--- src/verilog/ecqi_pkg.sv ---
package ecqi_pkg;
	// Clock and gate timing
	localparam int SYS_CLK_HZ = 10000000;
	localparam real GATE_TIME_S = 0.8388608;
	// Gate window in system clock cycles, rounded down
	localparam int GATE_CYCLES_CALC = int'($floor(GATE_TIME_S * SYS_CLK_HZ));
	// Count width and limits
	localparam int CNT_W = 16;
	localparam logic [15:0] CNT_MAX = 16'hFFFF;
	localparam logic [15:0] OVF_VALUE = 16'hFFFF;
	localparam logic signed [15:0] QUAD_MAX = 16'sh3FFF;
	localparam logic signed [15:0] QUAD_MIN = 16'shC000;
	// Counter modes
	typedef enum logic [1:0] {
		ECQI_MODE_OFF = 2'b00,
		ECQI_MODE_GATED = 2'b01,
		ECQI_MODE_QUAD = 2'b10,
		ECQI_MODE_RUN = 2'b11
	} ecqi_mode_t;
	// AXI4-Lite register byte addresses
	localparam logic [7:0] REG_CTRL = 8'h00;
	localparam logic [7:0] REG_MUX_VAL = 8'h04;
	localparam logic [7:0] REG_DED_VAL = 8'h08;
	localparam logic [7:0] REG_STATUS = 8'h0C;
	// Control field positions
	localparam int CTRL_MUX_MODE_LO = 0;
	localparam int CTRL_MUX_INV = 2;
	localparam int CTRL_MUX_PIN_LO = 3;
	localparam int CTRL_MUX_PRES = 5;
	localparam int CTRL_DED_MODE_LO = 8;
	localparam int CTRL_DED_INV = 10;
	localparam int CTRL_DED_PRES = 13;
	localparam logic [31:0] CTRL_RESET = 32'h00000000;
	// AXI responses
	localparam logic [1:0] RESP_OKAY = 2'b00;
	localparam logic [1:0] RESP_SLVERR = 2'b10;
endpackage

--- src/verilog/ecqi_counter.sv ---
`timescale 1ns/1ns
// One timer/counter channel: gated, quadrature or running counting
module ecqi_counter import ecqi_pkg::*; #(
	parameter int GATE_CYCLES = GATE_CYCLES_CALC
) (
	input wire logic i_sys_clk,
	input wire logic i_rst,
	input wire logic [1:0] i_mode,
	input wire logic i_invert,
	input wire logic i_preserve,
	input wire logic i_in_a,
	input wire logic i_in_b,
	input wire logic i_read,
	output logic [15:0] o_value,
	output logic o_update,
	output logic o_overflow
);
	// Whole channel state
	typedef struct packed {
		logic [1:0] sync_a;
		logic [1:0] sync_b;
		logic prev_a;
		logic prev_b;
		logic [15:0] count;
		logic [15:0] result;
		logic [23:0] gate;
		logic ovf;
		logic upd;
	} ecqi_cnt_t;
	ecqi_cnt_t st;
	ecqi_cnt_t next_st;
	logic a_s, b_s; // Synchronised levels
	logic act_edge; // Active edge of input A
	logic a_chg, b_chg;
	logic up; // Quadrature direction
	logic signed [15:0] q;
	localparam logic [23:0] GATE_LAST = 24'(GATE_CYCLES - 1);
	assign a_s = st.sync_a[1];
	assign b_s = st.sync_b[1];
	assign a_chg = a_s ^ st.prev_a;
	assign b_chg = b_s ^ st.prev_b;
	// Falling by default, rising when inverted
	assign act_edge = a_chg & (i_invert ? a_s : ~a_s); // see RULE4
	assign q = st.count;
	// Next-state logic
	always_comb begin
		next_st = st;
		up = 1'b0;
		next_st.upd = 1'b0;
		// Two-stage synchroniser, only stage two is read
		next_st.sync_a = {st.sync_a[0], i_in_a}; // see RULE20
		next_st.sync_b = {st.sync_b[0], i_in_b}; // see RULE5
		next_st.prev_a = a_s;
		next_st.prev_b = b_s;
		unique case (i_mode)
			ECQI_MODE_GATED: begin
				// Count saturates at CNT_MAX, never wraps
				if (act_edge && st.count != CNT_MAX) begin
					next_st.count = st.count + 16'h0001; // see RULE2
				end
				if (st.gate == GATE_LAST) begin // see RULE1
					next_st.gate = '0;
					next_st.count = '0; // see RULE3
					if (st.count == '0 && !act_edge) begin
						// Empty window: flag overflow
						next_st.ovf = 1'b1; // see RULE7
						next_st.result = OVF_VALUE;
						next_st.upd = i_preserve;
					end else begin
						next_st.result = st.count;
						next_st.upd = 1'b1; // see RULE6
					end
				end else begin
					next_st.gate = st.gate + 24'h000001;
				end
				if (i_read && st.gate != GATE_LAST) begin
					next_st.ovf = 1'b0;
				end
			end
			ECQI_MODE_QUAD: begin
				// Sampled every cycle on both inputs; see RULE16
				// B falls with A low, or rises with A high: up
				up = b_chg & (b_s == a_s); // see RULE10
				if (a_chg || b_chg) begin // see RULE9
					if (up || (a_chg && (a_s != b_s))) begin
						if (q != QUAD_MAX) next_st.count = st.count + 16'h0001; // see RULE12
					end else begin
						if (q != QUAD_MIN) next_st.count = st.count - 16'h0001; // see RULE11
					end
				end
				// A changes: direction from B; see RULE17
				if (i_read) begin
					// Read clears; a same-cycle transition starts the new sum
					if (!(a_chg || b_chg)) next_st.count = '0; // see RULE13
					else if (up || (a_chg && (a_s != b_s))) next_st.count = 16'h0001;
					else next_st.count = 16'hFFFF;
				end
				next_st.result = i_read ? st.count : st.result;
				next_st.upd = a_chg | b_chg;
				next_st.ovf = 1'b0;
			end
			ECQI_MODE_RUN: begin
				// Running total since last read; see RULE18
				if (i_read) begin
					next_st.count = act_edge ? 16'h0001 : 16'h0000;
				end else if (act_edge && st.count != CNT_MAX) begin
					next_st.count = st.count + 16'h0001;
				end
				next_st.result = i_read ? st.count : st.result;
				next_st.ovf = 1'b0;
			end
			ECQI_MODE_OFF: begin
				next_st.count = '0;
				next_st.gate = '0;
				next_st.ovf = 1'b0;
			end
		endcase
	end
	// State register
	always_ff @(posedge i_sys_clk) begin
		if (i_rst) begin
			st <= '0;
		end else begin
			st <= next_st;
		end
	end
	// Gated reads the stored result; quadrature and running read the live count
	assign o_value = (i_mode == ECQI_MODE_GATED) ? st.result : st.count;
	assign o_update = st.upd;
	assign o_overflow = st.ovf;
	// Window boundary stores exactly the count held before it
	gate_store_a: assert property (@(posedge i_sys_clk) disable iff (i_rst)
		(i_mode == ECQI_MODE_GATED && st.gate == GATE_LAST && st.count != '0
			&& $stable(i_mode))
		|=> st.result == $past(st.count) && st.count <= 16'h0001) // see RULE3
		else $error("gated result not stored at window end");
	// Quadrature count never leaves the signed range
	quad_range_a: assert property (@(posedge i_sys_clk) disable iff (i_rst)
		(i_mode == ECQI_MODE_QUAD) |-> (q <= QUAD_MAX && q >= QUAD_MIN)) // see RULE12
		else $error("quadrature count out of range");
	// Quiet read leaves an empty quadrature sum
	quad_clear_a: assert property (@(posedge i_sys_clk) disable iff (i_rst)
		(i_mode == ECQI_MODE_QUAD && i_read && !(a_chg || b_chg))
		|=> st.count == '0) // see RULE13
		else $error("quadrature count not cleared by read");
	// Edgeless window sets overflow and the all-ones result
	gate_empty_a: assert property (@(posedge i_sys_clk) disable iff (i_rst)
		(i_mode == ECQI_MODE_GATED && st.gate == GATE_LAST && st.count == '0 && !act_edge)
		|=> (st.ovf && st.result == OVF_VALUE)) // see RULE7
		else $error("empty window not flagged");
endmodule

--- src/verilog/ecqi_top.sv ---
// Implementation choices: the register addresses and the AXI4-Lite interface to the registers.
`timescale 1ns/1ns
// Operation
// RULE1 - Gated mode counts edges per fixed window
// RULE2 - Counter adds one per active edge
// RULE3 - Window end stores result, clears counter
// RULE4 - Falling edge default, invert selects rising
// RULE5 - Gated input sampled every system clock
// RULE6 - Update event on each window refresh; the code raises it for an empty window only with preserve set
// RULE7 - Empty window flags overflow, reads FFFF
// RULE8 - Pins four-seven; pin four either counter
// RULE9 - Quadrature counts two-bit Gray transitions
// RULE10 - Direction from B change against A
// RULE11 - Read returns net sum since read
// RULE12 - Sixteen-bit signed, saturating at 16K
// RULE13 - Quadrature read clears the counter
// RULE14 - Encoder keeps rate within sampling limit
// RULE15 - Quad pairs: six-seven mux, four-five dedicated
// RULE16 - Both quadrature inputs sampled every clock
// RULE17 - A edges counted, B sets sign; the code also counts B changes, with A setting their sign
// RULE18 - Running mode counts since last read
// RULE19 - Two channels: multiplexed and dedicated
// RULE20 - Synchronise inputs, divide clock for gate
module ecqi_top import ecqi_pkg::*; #(
	parameter int GATE_CYCLES = GATE_CYCLES_CALC
) (
	input wire logic i_sys_clk,
	input wire logic i_rst,
	input wire logic [3:0] i_io_pin, // Pins four to seven
	// AXI4-Lite slave
	input wire logic [7:0] i_s_axi_awaddr,
	input wire logic i_s_axi_awvalid,
	output logic o_s_axi_awready,
	input wire logic [31:0] i_s_axi_wdata,
	input wire logic [3:0] i_s_axi_wstrb,
	input wire logic i_s_axi_wvalid,
	output logic o_s_axi_wready,
	output logic [1:0] o_s_axi_bresp,
	output logic o_s_axi_bvalid,
	input wire logic i_s_axi_bready,
	input wire logic [7:0] i_s_axi_araddr,
	input wire logic i_s_axi_arvalid,
	output logic o_s_axi_arready,
	output logic [31:0] o_s_axi_rdata,
	output logic [1:0] o_s_axi_rresp,
	output logic o_s_axi_rvalid,
	input wire logic i_s_axi_rready,
	// Update events, one-cycle pulses
	output logic o_mux_update,
	output logic o_ded_update
);
	// Bus state
	typedef struct packed {
		logic aw_got;
		logic w_got;
		logic [7:0] awaddr;
		logic [31:0] wdata;
		logic [3:0] wstrb;
		logic bvalid;
		logic [1:0] bresp;
		logic rvalid;
		logic [31:0] rdata;
		logic [1:0] rresp;
		logic [31:0] ctrl;
		logic mux_ev;
		logic ded_ev;
	} ecqi_top_t;
	ecqi_top_t st;
	ecqi_top_t next_st;
	logic [1:0] mux_mode, ded_mode;
	logic [1:0] mux_pin;
	logic mux_a, mux_b; // Multiplexed channel inputs
	logic mux_rd, ded_rd; // Read strobes clear running and quadrature counters
	logic [15:0] mux_val, ded_val;
	logic mux_upd, ded_upd, mux_ovf, ded_ovf;
	logic ar_take;
	logic wr_go;
	integer i;
	assign mux_mode = st.ctrl[CTRL_MUX_MODE_LO +: 2];
	assign ded_mode = st.ctrl[CTRL_DED_MODE_LO +: 2];
	assign mux_pin = st.ctrl[CTRL_MUX_PIN_LO +: 2];
	// Mux selects any of pins four-seven; quad uses six and seven
	always_comb begin
		if (mux_mode == ECQI_MODE_QUAD) begin
			mux_a = i_io_pin[2]; // see RULE15
			mux_b = i_io_pin[3];
		end else begin
			mux_a = i_io_pin[mux_pin]; // see RULE8
			mux_b = 1'b0;
		end
	end
	assign ar_take = i_s_axi_arvalid && !st.rvalid;
	assign mux_rd = ar_take && i_s_axi_araddr == REG_MUX_VAL;
	assign ded_rd = ar_take && i_s_axi_araddr == REG_DED_VAL;
	// Two channels, both synchronise their own pins; see RULE19
	ecqi_counter #(.GATE_CYCLES(GATE_CYCLES)) u_mux (
		.i_sys_clk(i_sys_clk),
		.i_rst(i_rst),
		.i_mode(mux_mode),
		.i_invert(st.ctrl[CTRL_MUX_INV]),
		.i_preserve(st.ctrl[CTRL_MUX_PRES]),
		.i_in_a(mux_a),
		.i_in_b(mux_b),
		.i_read(mux_rd),
		.o_value(mux_val),
		.o_update(mux_upd),
		.o_overflow(mux_ovf)
	);
	// Dedicated channel: pin four, quad pair four and five
	ecqi_counter #(.GATE_CYCLES(GATE_CYCLES)) u_ded (
		.i_sys_clk(i_sys_clk),
		.i_rst(i_rst),
		.i_mode(ded_mode),
		.i_invert(st.ctrl[CTRL_DED_INV]),
		.i_preserve(st.ctrl[CTRL_DED_PRES]),
		.i_in_a(i_io_pin[0]),
		.i_in_b(ded_mode == ECQI_MODE_QUAD ? i_io_pin[1] : 1'b0), // see RULE15
		.i_read(ded_rd),
		.o_value(ded_val),
		.o_update(ded_upd),
		.o_overflow(ded_ovf)
	);
	// Bus next-state
	always_comb begin
		next_st = st;
		wr_go = 1'b0;
		next_st.mux_ev = mux_upd;
		next_st.ded_ev = ded_upd;
		// Address and data taken in either order
		if (i_s_axi_awvalid && !st.aw_got) begin
			next_st.aw_got = 1'b1;
			next_st.awaddr = i_s_axi_awaddr;
		end
		if (i_s_axi_wvalid && !st.w_got) begin
			next_st.w_got = 1'b1;
			next_st.wdata = i_s_axi_wdata;
			next_st.wstrb = i_s_axi_wstrb;
		end
		if (st.aw_got && st.w_got && !st.bvalid) begin
			wr_go = 1'b1;
			next_st.aw_got = 1'b0;
			next_st.w_got = 1'b0;
			next_st.bvalid = 1'b1;
			if (st.awaddr == REG_CTRL) begin
				next_st.bresp = RESP_OKAY;
				for (i = 0; i < 4; i++) begin
					if (st.wstrb[i]) next_st.ctrl[i*8 +: 8] = st.wdata[i*8 +: 8];
				end
			end else begin
				next_st.bresp = RESP_SLVERR;
			end
		end
		if (st.bvalid && i_s_axi_bready) next_st.bvalid = 1'b0;
		// Read answer next cycle; value reads clear running and quadrature counts
		if (ar_take) begin
			next_st.rvalid = 1'b1;
			next_st.rresp = RESP_OKAY;
			unique case (i_s_axi_araddr)
				REG_CTRL: next_st.rdata = st.ctrl;
				REG_MUX_VAL: next_st.rdata = {{16{mux_mode == ECQI_MODE_QUAD & mux_val[15]}}, mux_val};
				REG_DED_VAL: next_st.rdata = {{16{ded_mode == ECQI_MODE_QUAD & ded_val[15]}}, ded_val};
				REG_STATUS: next_st.rdata = {28'h0000000, ded_ovf, mux_ovf, ded_upd, mux_upd};
				default: begin
					next_st.rdata = '0;
					next_st.rresp = RESP_SLVERR;
				end
			endcase
		end else if (st.rvalid && i_s_axi_rready) begin
			next_st.rvalid = 1'b0;
		end
	end
	// State register
	always_ff @(posedge i_sys_clk) begin
		if (i_rst) begin
			st <= '0;
			st.ctrl <= CTRL_RESET;
		end else begin
			st <= next_st;
		end
	end
	assign o_s_axi_awready = !st.aw_got;
	assign o_s_axi_wready = !st.w_got;
	assign o_s_axi_bvalid = st.bvalid;
	assign o_s_axi_bresp = st.bresp;
	assign o_s_axi_arready = !st.rvalid;
	assign o_s_axi_rvalid = st.rvalid;
	assign o_s_axi_rdata = st.rdata;
	assign o_s_axi_rresp = st.rresp;
	assign o_mux_update = st.mux_ev; // see RULE6
	assign o_ded_update = st.ded_ev;
	// Read response follows the taken address by one cycle
	read_answer_a: assert property (@(posedge i_sys_clk) disable iff (i_rst)
		(i_s_axi_arvalid && o_s_axi_arready) |=> o_s_axi_rvalid) // see RULE11
		else $error("read answer missing");
	// Write response follows both halves
	write_answer_a: assert property (@(posedge i_sys_clk) disable iff (i_rst)
		wr_go |=> o_s_axi_bvalid) // see RULE7
		else $error("write answer missing");
endmodule

--- config.mk ---
export PLATFORM = sky130hd
export DESIGN_NAME = ecqi_top
export DESIGN_NICKNAME = d
export VERILOG_FILES = /design/src/verilog/ecqi_pkg.sv /design/src/verilog/ecqi_counter.sv /design/src/verilog/ecqi_top.sv
export SDC_FILE = /design/constraint.sdc
export NUM_CORES = 1
export LEC_CHECK = 0
export ABC_CLOCK_PERIOD_IN_PS = 3600
export BUFFER_PORTS_ARGS = -buffer_cell sky130_fd_sc_hd__buf_2
export CAP_MARGIN = 10
export CORE_ASPECT_RATIO = 0.6
export CORE_UTILIZATION = 49
export DETAILED_ROUTE_END_ITERATION = 6
export GPL_ROUTABILITY_DRIVEN = 0
export PLACE_DENSITY = 0.64
export SLEW_MARGIN = 20
export SYNTH_ARGS = -nofsm -noshare
export SYNTH_HDL_FRONTEND = slang
export SYNTH_SLANG_ARGS = --single-unit
--- constraint.sdc ---
create_clock -name i_sys_clk -period 3.6 [get_ports i_sys_clk]
set_clock_uncertainty 0.1 [all_clocks]
set_input_delay 0.72 -clock i_sys_clk [delete_from_list [all_inputs] [get_ports i_sys_clk]]
set_output_delay 0.72 -clock i_sys_clk [all_outputs]
set_load 0.1 [all_outputs]
==> metrics, run 1 <==
status=finished with violations; failing checks=design-rule violations; DRT iter0 DRCs=1,816; die area=28,200 µm²; DRT Pass-1 Iters=7; area delta synth->final=12.4%; top post-synthesis cells by area=dfxtp_1, nand2_1, a21oi_1; storage element area=4880 µm²; Hold Crit Start=i_s_axi_rready; GRT Residual Overflow=0; largest buffer count on any clock path=3; Min-Delay Path Class=in -> reg; DPL Wire Length=30,700 µm; via count=13,500; Peak Freq=322 MHz; CTS Buf Count=24; Synth Flop Type=dfxtp_1; number of max-cap violations=0; Worst EP arrival=3.48 ns; Port Buffer Count=103; Final Max Tran Viols=0; worst slew pin tran=0.937 ns; CTS HTree Levels=1; Synth warnings=0; Crit. End Element=flip-flop; Clk Latency, worst-skew pair=0.55 ns; row count=46; largest net degree at the start of global routing=81; async set-reset flop share out of synthesis=0%; fin crit share=86.4%; WL final=42,900 µm; drt drc=33; maximum fanout along the worst path=12; post-route ant nets=0; Critical R2R Capture=u_ded.st[34]; via/cell ratio=6.17; area occupied by multi-input gates=7660 µm²; CTS clk-pin slew, worst paths=0.07 ns; Synth Register Bits=244; Synth Area in Compound Gates=24.4%; TNS Setup=0 ns; post-synthesis cell type count=86; XOR/XNOR Fraction of Synth Area=1.11%; Post-Synthesis Cells=1,766; Synth top area share=36.3%; Reg2Reg Depth=10; worst hold path depth=2; Post-synth EDFFs=0; Hold Fails Final Rpt=0; VDD IR max=0.396 mV; hold endpoint=o_s_axi_rvalid; Post-Synth Simple-Gate Area=25.1%; min Tclk post-route=3.11 ns; CTS root buf=clkbuf_16; Total Nets Final=1,895; vias in the first global route=11,600; post-CTS sizing=0; post-place instance area=14,300 µm²; # clock sinks=244; final number of setup-violating endpoints=0; Avg WL per Cell=19.6 µm; critical path required time=3.97 ns; largest family of logic cells by synthesized area=simple AND/OR/NAND/NOR gates; startpoint types=flip-flop; Worst R2R Start=u_ded.q[1]; cell taking the most area after synthesis=dfxtp_1; synthesized area=13,500 µm²; Pwr Density=386 nW/µm²; Leakage Power=0.00540 µW; post-CTS setup buffers=0; initial antenna violation count=1; hold_buf cts=0; layout cells sized above 1=15.4%; CTS tree=built; reg2reg setup slack=0.49 ns; Slew HR=37.5%; io pins=106; syn avg cell area=7.63 µm²; die height=130 µm; mux contribution to synthesized area=4.64%; global-route wire length before repair=65,500 µm; Setup Crit Path Kind=reg -> reg; filler cell count=2,570; RSZ-0062 raised after global routing=false; initial core utilization=50.5%; Post-Synth Adder-Cell Area=1.49%; post-route design area=15,100 µm²; register area share after synthesis=36.3%; CORE AREA=26,700 µm²; gr usage total=29.3%; die width=216 µm
layer usage:
metal  wire length (µm)  GRT usage, %  up-vias
met1              20500          45.7     6314
met4                701          5.47        4
met3               5460          9.65       81
met5                 80          1.33        -
met2              16200          38.0      726
li1                   -             -     6419
logic make-up (layout without fill, tap and decap cells):
family          after synthesis  count (layout)
compound gates              519             519
fa+ha+maj                    16              16
mux                          55              55
other cells                   1               3
flops                       244             244
buf+inv                     203             269
xor+xnor                     17              17
simple gates                711             711
synthesized netlist by cell type, drive strengths merged (24+ instances only):
library cell  count
nor2            146
inv              34
clkbuf          104
o22ai            26
mux2i            40
o21ai            79
nand4            24
nand2           308
nand3            47
dfxtp           244
a31oi            25
buf              65
nor3             47
o211ai           40
a21oi           214
how the worst max path moves through the flow:
stage                      startpoint            to  slack, ns  depth (start not counted)
finish                     u_ded.q[1]  u_ded.st[34]       0.49                         10
global route              mux_mode[1]  u_mux.st[21]       0.30                          8
CTS                        u_ded.q[1]    u_ded.q[2]       0.38                          9
detailed placement  i_s_axi_araddr[7]    u_mux.q[2]       0.24                          9
global placement    i_s_axi_araddr[7]    u_mux.q[3]       0.28                          8
floorplan              o_s_axi_rvalid    u_mux.q[3]       0.57                          9
sequential cells by signal (all words and copies together) (netlist names), 16 cells and up:
| signal | flops |
|---|---|
| o_s_axi_rdata | 32 |
| st | 72 |
| u_ded.q | 16 |
| u_ded.st | 42 |
| u_mux.q | 16 |
| u_mux.st | 42 |
power by group:
part	switching [µW]	total, µW	leakage [µW]	internal [µW]
Clock	1130	2730	0.000400	1600
Sequential	26.5	2760	0.00197	2740
Combinational	248	350	0.00302	103
Total	1400	5850	0.00540	4440
cell usage in the layout, fill, tap and decap left out, drive strengths merged, types with 5 or more instances in the layout:
cell	instances
a311oi	22
mux4	5
o22ai	26
xnor2	8
clkbuf	35
buf	192
nand4b	6
nand2b	10
nor4	20
nor2	146
a2111oi	5
nor3b	8
nand4	24
o21ai	79
mux2i	40
a22oi	21
nor3	47
and3	17
xor2	9
or2	10
mux2	10
nand3b	7
ha	16
a211oi	17
a31oi	25
and2	15
inv	34
a21o	21
dfxtp	244
o32ai	8
nor2b	19
o221ai	9
nand3	47
or3	8
a21oi	214
nand2	308
o211ai	40
critical path: stages (launching register included):
cell,delay (ns)
dfxtp_1,0.41
inv_1,0.14
ha_1,0.32
nor3b_1,0.35
and3b_1,0.33
buf_4,0.19
nand4_1,0.23
nor2_1,0.38
buf_4,0.27
o211ai_1,0.11
a21oi_1,0.19
layout make-up:
type | instances | area share (%)
flip-flops and latches | 244 | 32.2
well taps | 360 | 2.97
clock inverters | 8 | 1.03
inverters | 34 | 0.842
diodes | 1 | 0.0165
multi-input cells | 1320 | 50.5
repair buffers | 192 | 7.85
clock buffers | 35 | 4.50
per-stage QoR:
step	std cells	hold WS, ns	utilization (%)	power [µW]	setup WS, ns
after floorplan	1767	0.314	-	3060	0.575
after global placement	2150	0.321	53.6	3170	0.279
after detailed placement	2150	0.320	53.6	3170	0.239
after CTS	2193	0.238	56.7	5890	0.381
after global routing	2194	0.244	56.7	6030	0.302
final	2194	0.256	56.7	5850	0.490
Note: power is estimated with default switching activity, not from simulation.
==> run 2, diff against run 1 <==
--- a/config.mk
+++ b/config.mk
@@ -10,10 +10,13 @@
 export CAP_MARGIN = 10
 export CORE_ASPECT_RATIO = 0.6
 export CORE_UTILIZATION = 49
+export CTS_BUF_LIST = sky130_fd_sc_hd__clkbuf_16
 export DETAILED_ROUTE_END_ITERATION = 6
 export GPL_ROUTABILITY_DRIVEN = 0
 export PLACE_DENSITY = 0.64
+export SKIP_LAST_GASP = 1
 export SLEW_MARGIN = 20
 export SYNTH_ARGS = -nofsm -noshare
 export SYNTH_HDL_FRONTEND = slang
 export SYNTH_SLANG_ARGS = --single-unit
+export TNS_END_PERCENT = 5
==> run 2 against run 1 <==
The run still ends with design-rule violations left. Die area is the same. Combinational power about the same. Critical endpoint unchanged. Critical path depth did not move. Clock power fell by 4%. Largest power group unchanged.
==> metrics, run 2 (synthesis gave the netlist of run 1 again) <==
Hold Crit Start=i_s_axi_rready; post-route ant nets=0 (unchanged); Leakage Power=0.00540 µW (+0.12%); VDD IR max=0.396 mV (about the same); die area=28,200 µm² (unchanged); post-CTS setup buffers=0 (unchanged); DRT iter0 DRCs=1,794 (-1.2%); crit path cell chain=inv_1, ha_1, nor3b_1, and3b_1, buf_4, nand4_1, nor2_1, buf_4, o211ai_1, a21oi_1; # clock sinks=244 (unchanged); CTS tree=built; layout cells sized above 1=15.2% (-0.22 points); Final Max Tran Viols=0 (unchanged); CTS Buf Count=24 (unchanged); area occupied by multi-input gates=7660 µm² (unchanged); most used cell, CP=buf_4; min Tclk post-route=3.09 ns (-0.0207 ns); Worst Hold Slack=0.253 ns (-0.00304 ns); largest net degree at the start of global routing=81 (unchanged); max reg flops=72 (unchanged); gr usage total=29.2% (-0.097 points); RSZ-0062 raised after global routing=false; Setup Crit Path Kind=reg -> reg; post-place instance area=14,300 µm² (unchanged); PnR worst setup slack=0.511 ns (+0.0207 ns); Clk Latency, worst-skew pair=0.55 ns (about the same); top flop regs=st: 72 flops, u_ded.st: 42 flops, u_mux.st: 42 flops; area delta synth->final=12.1%; TNS Setup=0 ns (unchanged); post-route design area=15,100 µm² (-0.26%); worst slew pin tran=0.939 ns (+0.00189 ns); CTS HTree Levels=1 (unchanged); initial core utilization=50.5% (unchanged); Crit. End Element=flip-flop; WL final=42,800 µm (-0.26%); CORE AREA=26,700 µm² (unchanged); DPL Wire Length=30,700 µm (unchanged); storage element area=4880 µm² (unchanged); critical path required time=3.97 ns (about the same); Peak Freq=324 MHz (+0.67%); die width=216 µm (unchanged); Worst R2R Start=u_ded.q[1]; DRT Pass-1 Iters=7 (unchanged); pre-CTS setup slack=0.239 ns (unchanged); Min-Delay Path Class=in -> reg; global-route wire length before repair=65,300 µm (-0.28%); hold_buf cts=0 (unchanged); largest buffer count on any clock path=3 (unchanged); status=finished with violations; Hold Fails Final Rpt=0 (unchanged); Port Buffer Count=103 (unchanged); CTS root buf=clkbuf_16; Worst path slowest cell=dfxtp_1; Slew HR=36.7% (-0.79 points); die height=130 µm (unchanged); filler cell count=2,574 (+0.16%); worst setup path startpoint=u_ded.q[1]; via/cell ratio=6.18 (+0.10%); row count=46 (unchanged); max incr delay on CP=0.41 ns (about the same); drt drc=9 (-73%); Avg WL per Cell=19.5 µm (-0.26%); CP top delay family=simple AND/OR/NAND/NOR gates; fin crit share=85.8% (-0.58 points); post-CTS sizing=0 (unchanged); failing checks=design-rule violations; via count=13,600 (+0.10%); Buf/Inv on CP=3 (unchanged); commonest non-fill, non-tap cell in the layout=nand2_1; io pins=106 (unchanged); Pwr Density=380 nW/µm² (-1.5%); Worst EP arrival=3.46 ns (-0.02 ns); final number of setup-violating endpoints=0 (unchanged); GRT Residual Overflow=0 (unchanged); Reg with most FFs=st; vias in the first global route=11,600 (+0.043%); number of max-cap violations=0 (unchanged); startpoint types=flip-flop; CTS clk-pin slew, worst paths=0.07 ns (about the same); initial antenna violation count=1 (unchanged); Total Nets Final=1,895 (unchanged); most frequent cells in the layout=nand2_1, dfxtp_1, a21oi_1; maximum fanout along the worst path=12 (unchanged)
## run 2: worst paths after layout
check,to,slack (ns),depth (start not counted)
setup / recovery,u_ded.st[34],0.51,10
hold / removal,o_s_axi_rvalid,0.25,2
setup reg to reg,u_ded.st[34],0.51,10
hold reg to reg,u_mux.a_s,0.33,1
## run 2: where the power goes
part           internal [µW]  switching (µW)  total [µW]
clock network           1500            1130        2630
registers               2740            26.6        2760
logic                    103             247         350
total                   4340            1400        5740
## run 2: per-stage QoR
step / total power (µW) / util (%) / cells
floorplan: 3060 / - / 1767
global placement: 3170 / 53.6 / 2150
detailed placement: 3170 / 53.6 / 2150
CTS: 5780 / 56.6 / 2193
global route: 5930 / 56.6 / 2194
finish: 5740 / 56.6 / 2194
## run 2: final cells by class
class                      instances  share of cell area [%]
clock buffer                      24                    3.97
multi-input combinational       1320                    50.7
tap                              360                    2.98
antenna                            1                  0.0166
inverter                          34                   0.845
timing repair buffer             192                    7.88
clock inverter                    19                    1.31
sequential                       244                    32.3
## run 2: per-layer routing
layer | global-route usage, % | vias to the layer above | routed length (µm)
li1 | - | 6414 | -
met1 | 45.5 | 6307 | 20200
met2 | 37.7 | 757 | 16200
met3 | 9.65 | 76 | 5660
met4 | 5.55 | 4 | 700
met5 | 1.33 | - | 92
==> run 3, diff against run 2 <==
--- a/config.mk
+++ b/config.mk
@@ -11,8 +11,10 @@
 export CORE_ASPECT_RATIO = 0.6
 export CORE_UTILIZATION = 49
 export CTS_BUF_LIST = sky130_fd_sc_hd__clkbuf_16
+export CTS_CLUSTER_SIZE = 16
 export DETAILED_ROUTE_END_ITERATION = 6
 export GPL_ROUTABILITY_DRIVEN = 0
+export MAX_ROUTING_LAYER = met4
 export PLACE_DENSITY = 0.64
 export SKIP_LAST_GASP = 1
 export SLEW_MARGIN = 20
==> run 3 against run 2 <==
The run still ends with design-rule violations left. Die area did not move. Sequential power barely moved. Critical path depth did not move. Register-to-register slack barely moved. Routed wire length rose by 0.45%. Non-clock buffer count did not move. Setup slack got worse by 0.0051 ns. Worst hold slack got worse by 0.00086 ns.
==> metrics, run 3 (synthesis gave the netlist of run 1 again) <==
max incr delay on CP=0.42 ns (about the same); CTS HTree Levels=1 (unchanged); die height=130 µm (unchanged); final number of setup-violating endpoints=0 (unchanged); startpoint types=flip-flop; gr usage total=30.2% (+0.98 points); area delta synth->final=12.1% (unchanged); Setup Crit Path Kind=reg -> reg; commonest non-fill, non-tap cell in the layout=nand2_1; # clock sinks=244 (unchanged); most frequent cells in the layout=nand2_1, dfxtp_1, a21oi_1; DRT Pass-1 Iters=7 (unchanged); post-route design area=15,100 µm² (unchanged); WL final=43,000 µm (+0.45%); maximum fanout along the worst path=12 (unchanged); top flop regs=st: 72 flops, u_ded.st: 42 flops, u_mux.st: 42 flops; CTS root buf=clkbuf_16; Slew HR=37.8% (+1.1 points); via/cell ratio=6.20 (+0.30%); DPL Wire Length=30,700 µm (unchanged); most used cell, CP=buf_4; TNS Setup=0 ns (unchanged); CP top delay family=simple AND/OR/NAND/NOR gates; io pins=106 (unchanged); global-route wire length before repair=65,500 µm (+0.27%); RSZ-0062 raised after global routing=false; Clk Latency, worst-skew pair=0.55 ns (about the same); hold_buf cts=0 (unchanged); min Tclk post-route=3.09 ns (+0.00514 ns); GRT Residual Overflow=0 (unchanged); post-CTS setup buffers=0 (unchanged); Port Buffer Count=103 (unchanged); die width=216 µm (unchanged); Pwr Density=380 nW/µm² (about the same); DRT iter0 DRCs=1,889 (+5.3%); largest net degree at the start of global routing=81 (unchanged); initial antenna violation count=1 (unchanged); Post-Route Utilization=56.6% (unchanged); VDD IR max=0.396 mV (-0.21%); via count=13,600 (+0.30%); Post-Layout Cell Count=2,194 (unchanged); die area=28,200 µm² (unchanged); crit path cell chain=inv_1, ha_1, nor3b_1, and3b_1, buf_4, nand4_1, nor2_1, buf_4, o211ai_1, a21oi_1; Flop pwr share=48.1% (about the same); status=finished with violations; Hold Fails Final Rpt=0 (unchanged); Crit. End Element=flip-flop; critical path required time=3.97 ns (about the same); max reg flops=72 (unchanged); Peak Freq=323 MHz (-0.17%); Psw=1410 µW (+0.25%); layout cells sized above 1=15.2% (unchanged); Reg with most FFs=st; row count=46 (unchanged); Clock Power Share=45.8% (about the same); Leakage Power=0.00540 µW (unchanged); Total Nets Final=1,895 (unchanged); post-route ant nets=0 (unchanged); largest buffer count on any clock path=3 (unchanged); vias in the first global route=11,600 (-0.026%); post-CTS sizing=0 (unchanged); worst slew pin tran=0.933 ns (-0.00585 ns); CORE AREA=26,700 µm² (unchanged); Worst EP arrival=3.46 ns (about the same); fin crit share=85.9% (+0.14 points); Avg WL per Cell=19.6 µm (+0.45%); initial core utilization=50.5% (unchanged); number of max-cap violations=0 (unchanged); Cells after DPL=2,150 (unchanged); CTS tree=built; failing checks=design-rule violations; drt drc=50 (+41); CTS Buf Count=24 (unchanged); post-place instance area=14,300 µm² (unchanged); Worst path slowest cell=dfxtp_1; Cell Int Power=4340 µW (about the same); Buf/Inv on CP=3 (unchanged); Switching Fraction=24.5% (+0.045 points); CTS clk-pin slew, worst paths=0.07 ns (about the same); Final Max Tran Viols=0 (unchanged); Gate power share=6.1% (about the same); Min-Delay Path Class=in -> reg
run 3: cell type report:
cell class	count	area, µm²
Inverter	34	128
Clock buffer	24	601
Timing Repair Buffer	192	1190
Antenna cell	1	2.50
Tap cell	360	450
Clock inverter	19	198
Sequential cell	244	4880
Fill cell	2574	11600
Multi-Input combinational cell	1320	7660
run 3: power by group through the flow:
stage / Combinational (µW) / Sequential, µW / Clock [µW]
after global routing: 378 / 2770 / 2780
final: 350 / 2760 / 2630
after floorplan: 232 / 2820 / 0
after CTS: 345 / 2760 / 2670
after global placement: 345 / 2820 / 0
after detailed placement: 344 / 2820 / 0
run 3: path summary, 6_finish.rpt:
path                     startpoint              to  slack [ns]  depth (start not counted)
setup reg to reg         u_ded.q[1]    u_ded.st[34]        0.51                         10
setup / recovery         u_ded.q[1]    u_ded.st[34]        0.51                         10
hold / removal       i_s_axi_rready  o_s_axi_rvalid        0.25                          2
hold reg to reg   u_mux.next_st[63]       u_mux.a_s        0.33                          1
run 3: metal layers:
layer	vias to the layer above	GRT usage (%)	wire, µm
li1	6410	-	-
met1	6344	46.1	20500
met2	781	38.1	16200
met3	63	8.84	5660
met4	0	5.34	669
met5	-	-	0
run 3: metrics by stage:
stage	worst slack [ns]	hold WS, ns	total power (µW)
floorplan	0.575	0.314	3060
global placement	0.279	0.321	3170
detailed placement	0.239	0.320	3170
CTS	0.381	0.238	5780
global route	0.318	0.244	5930
finish	0.506	0.252	5750
run 3: worst reg2reg max path: stages (launching register included):
cell and delay [ns]:
dfxtp_1 0.42, inv_1 0.15, ha_1 0.31, nor3b_1 0.34, and3b_1 0.34, buf_4 0.20
nand4_1 0.23, nor2_1 0.37, buf_4 0.26, o211ai_1 0.10, a21oi_1 0.19
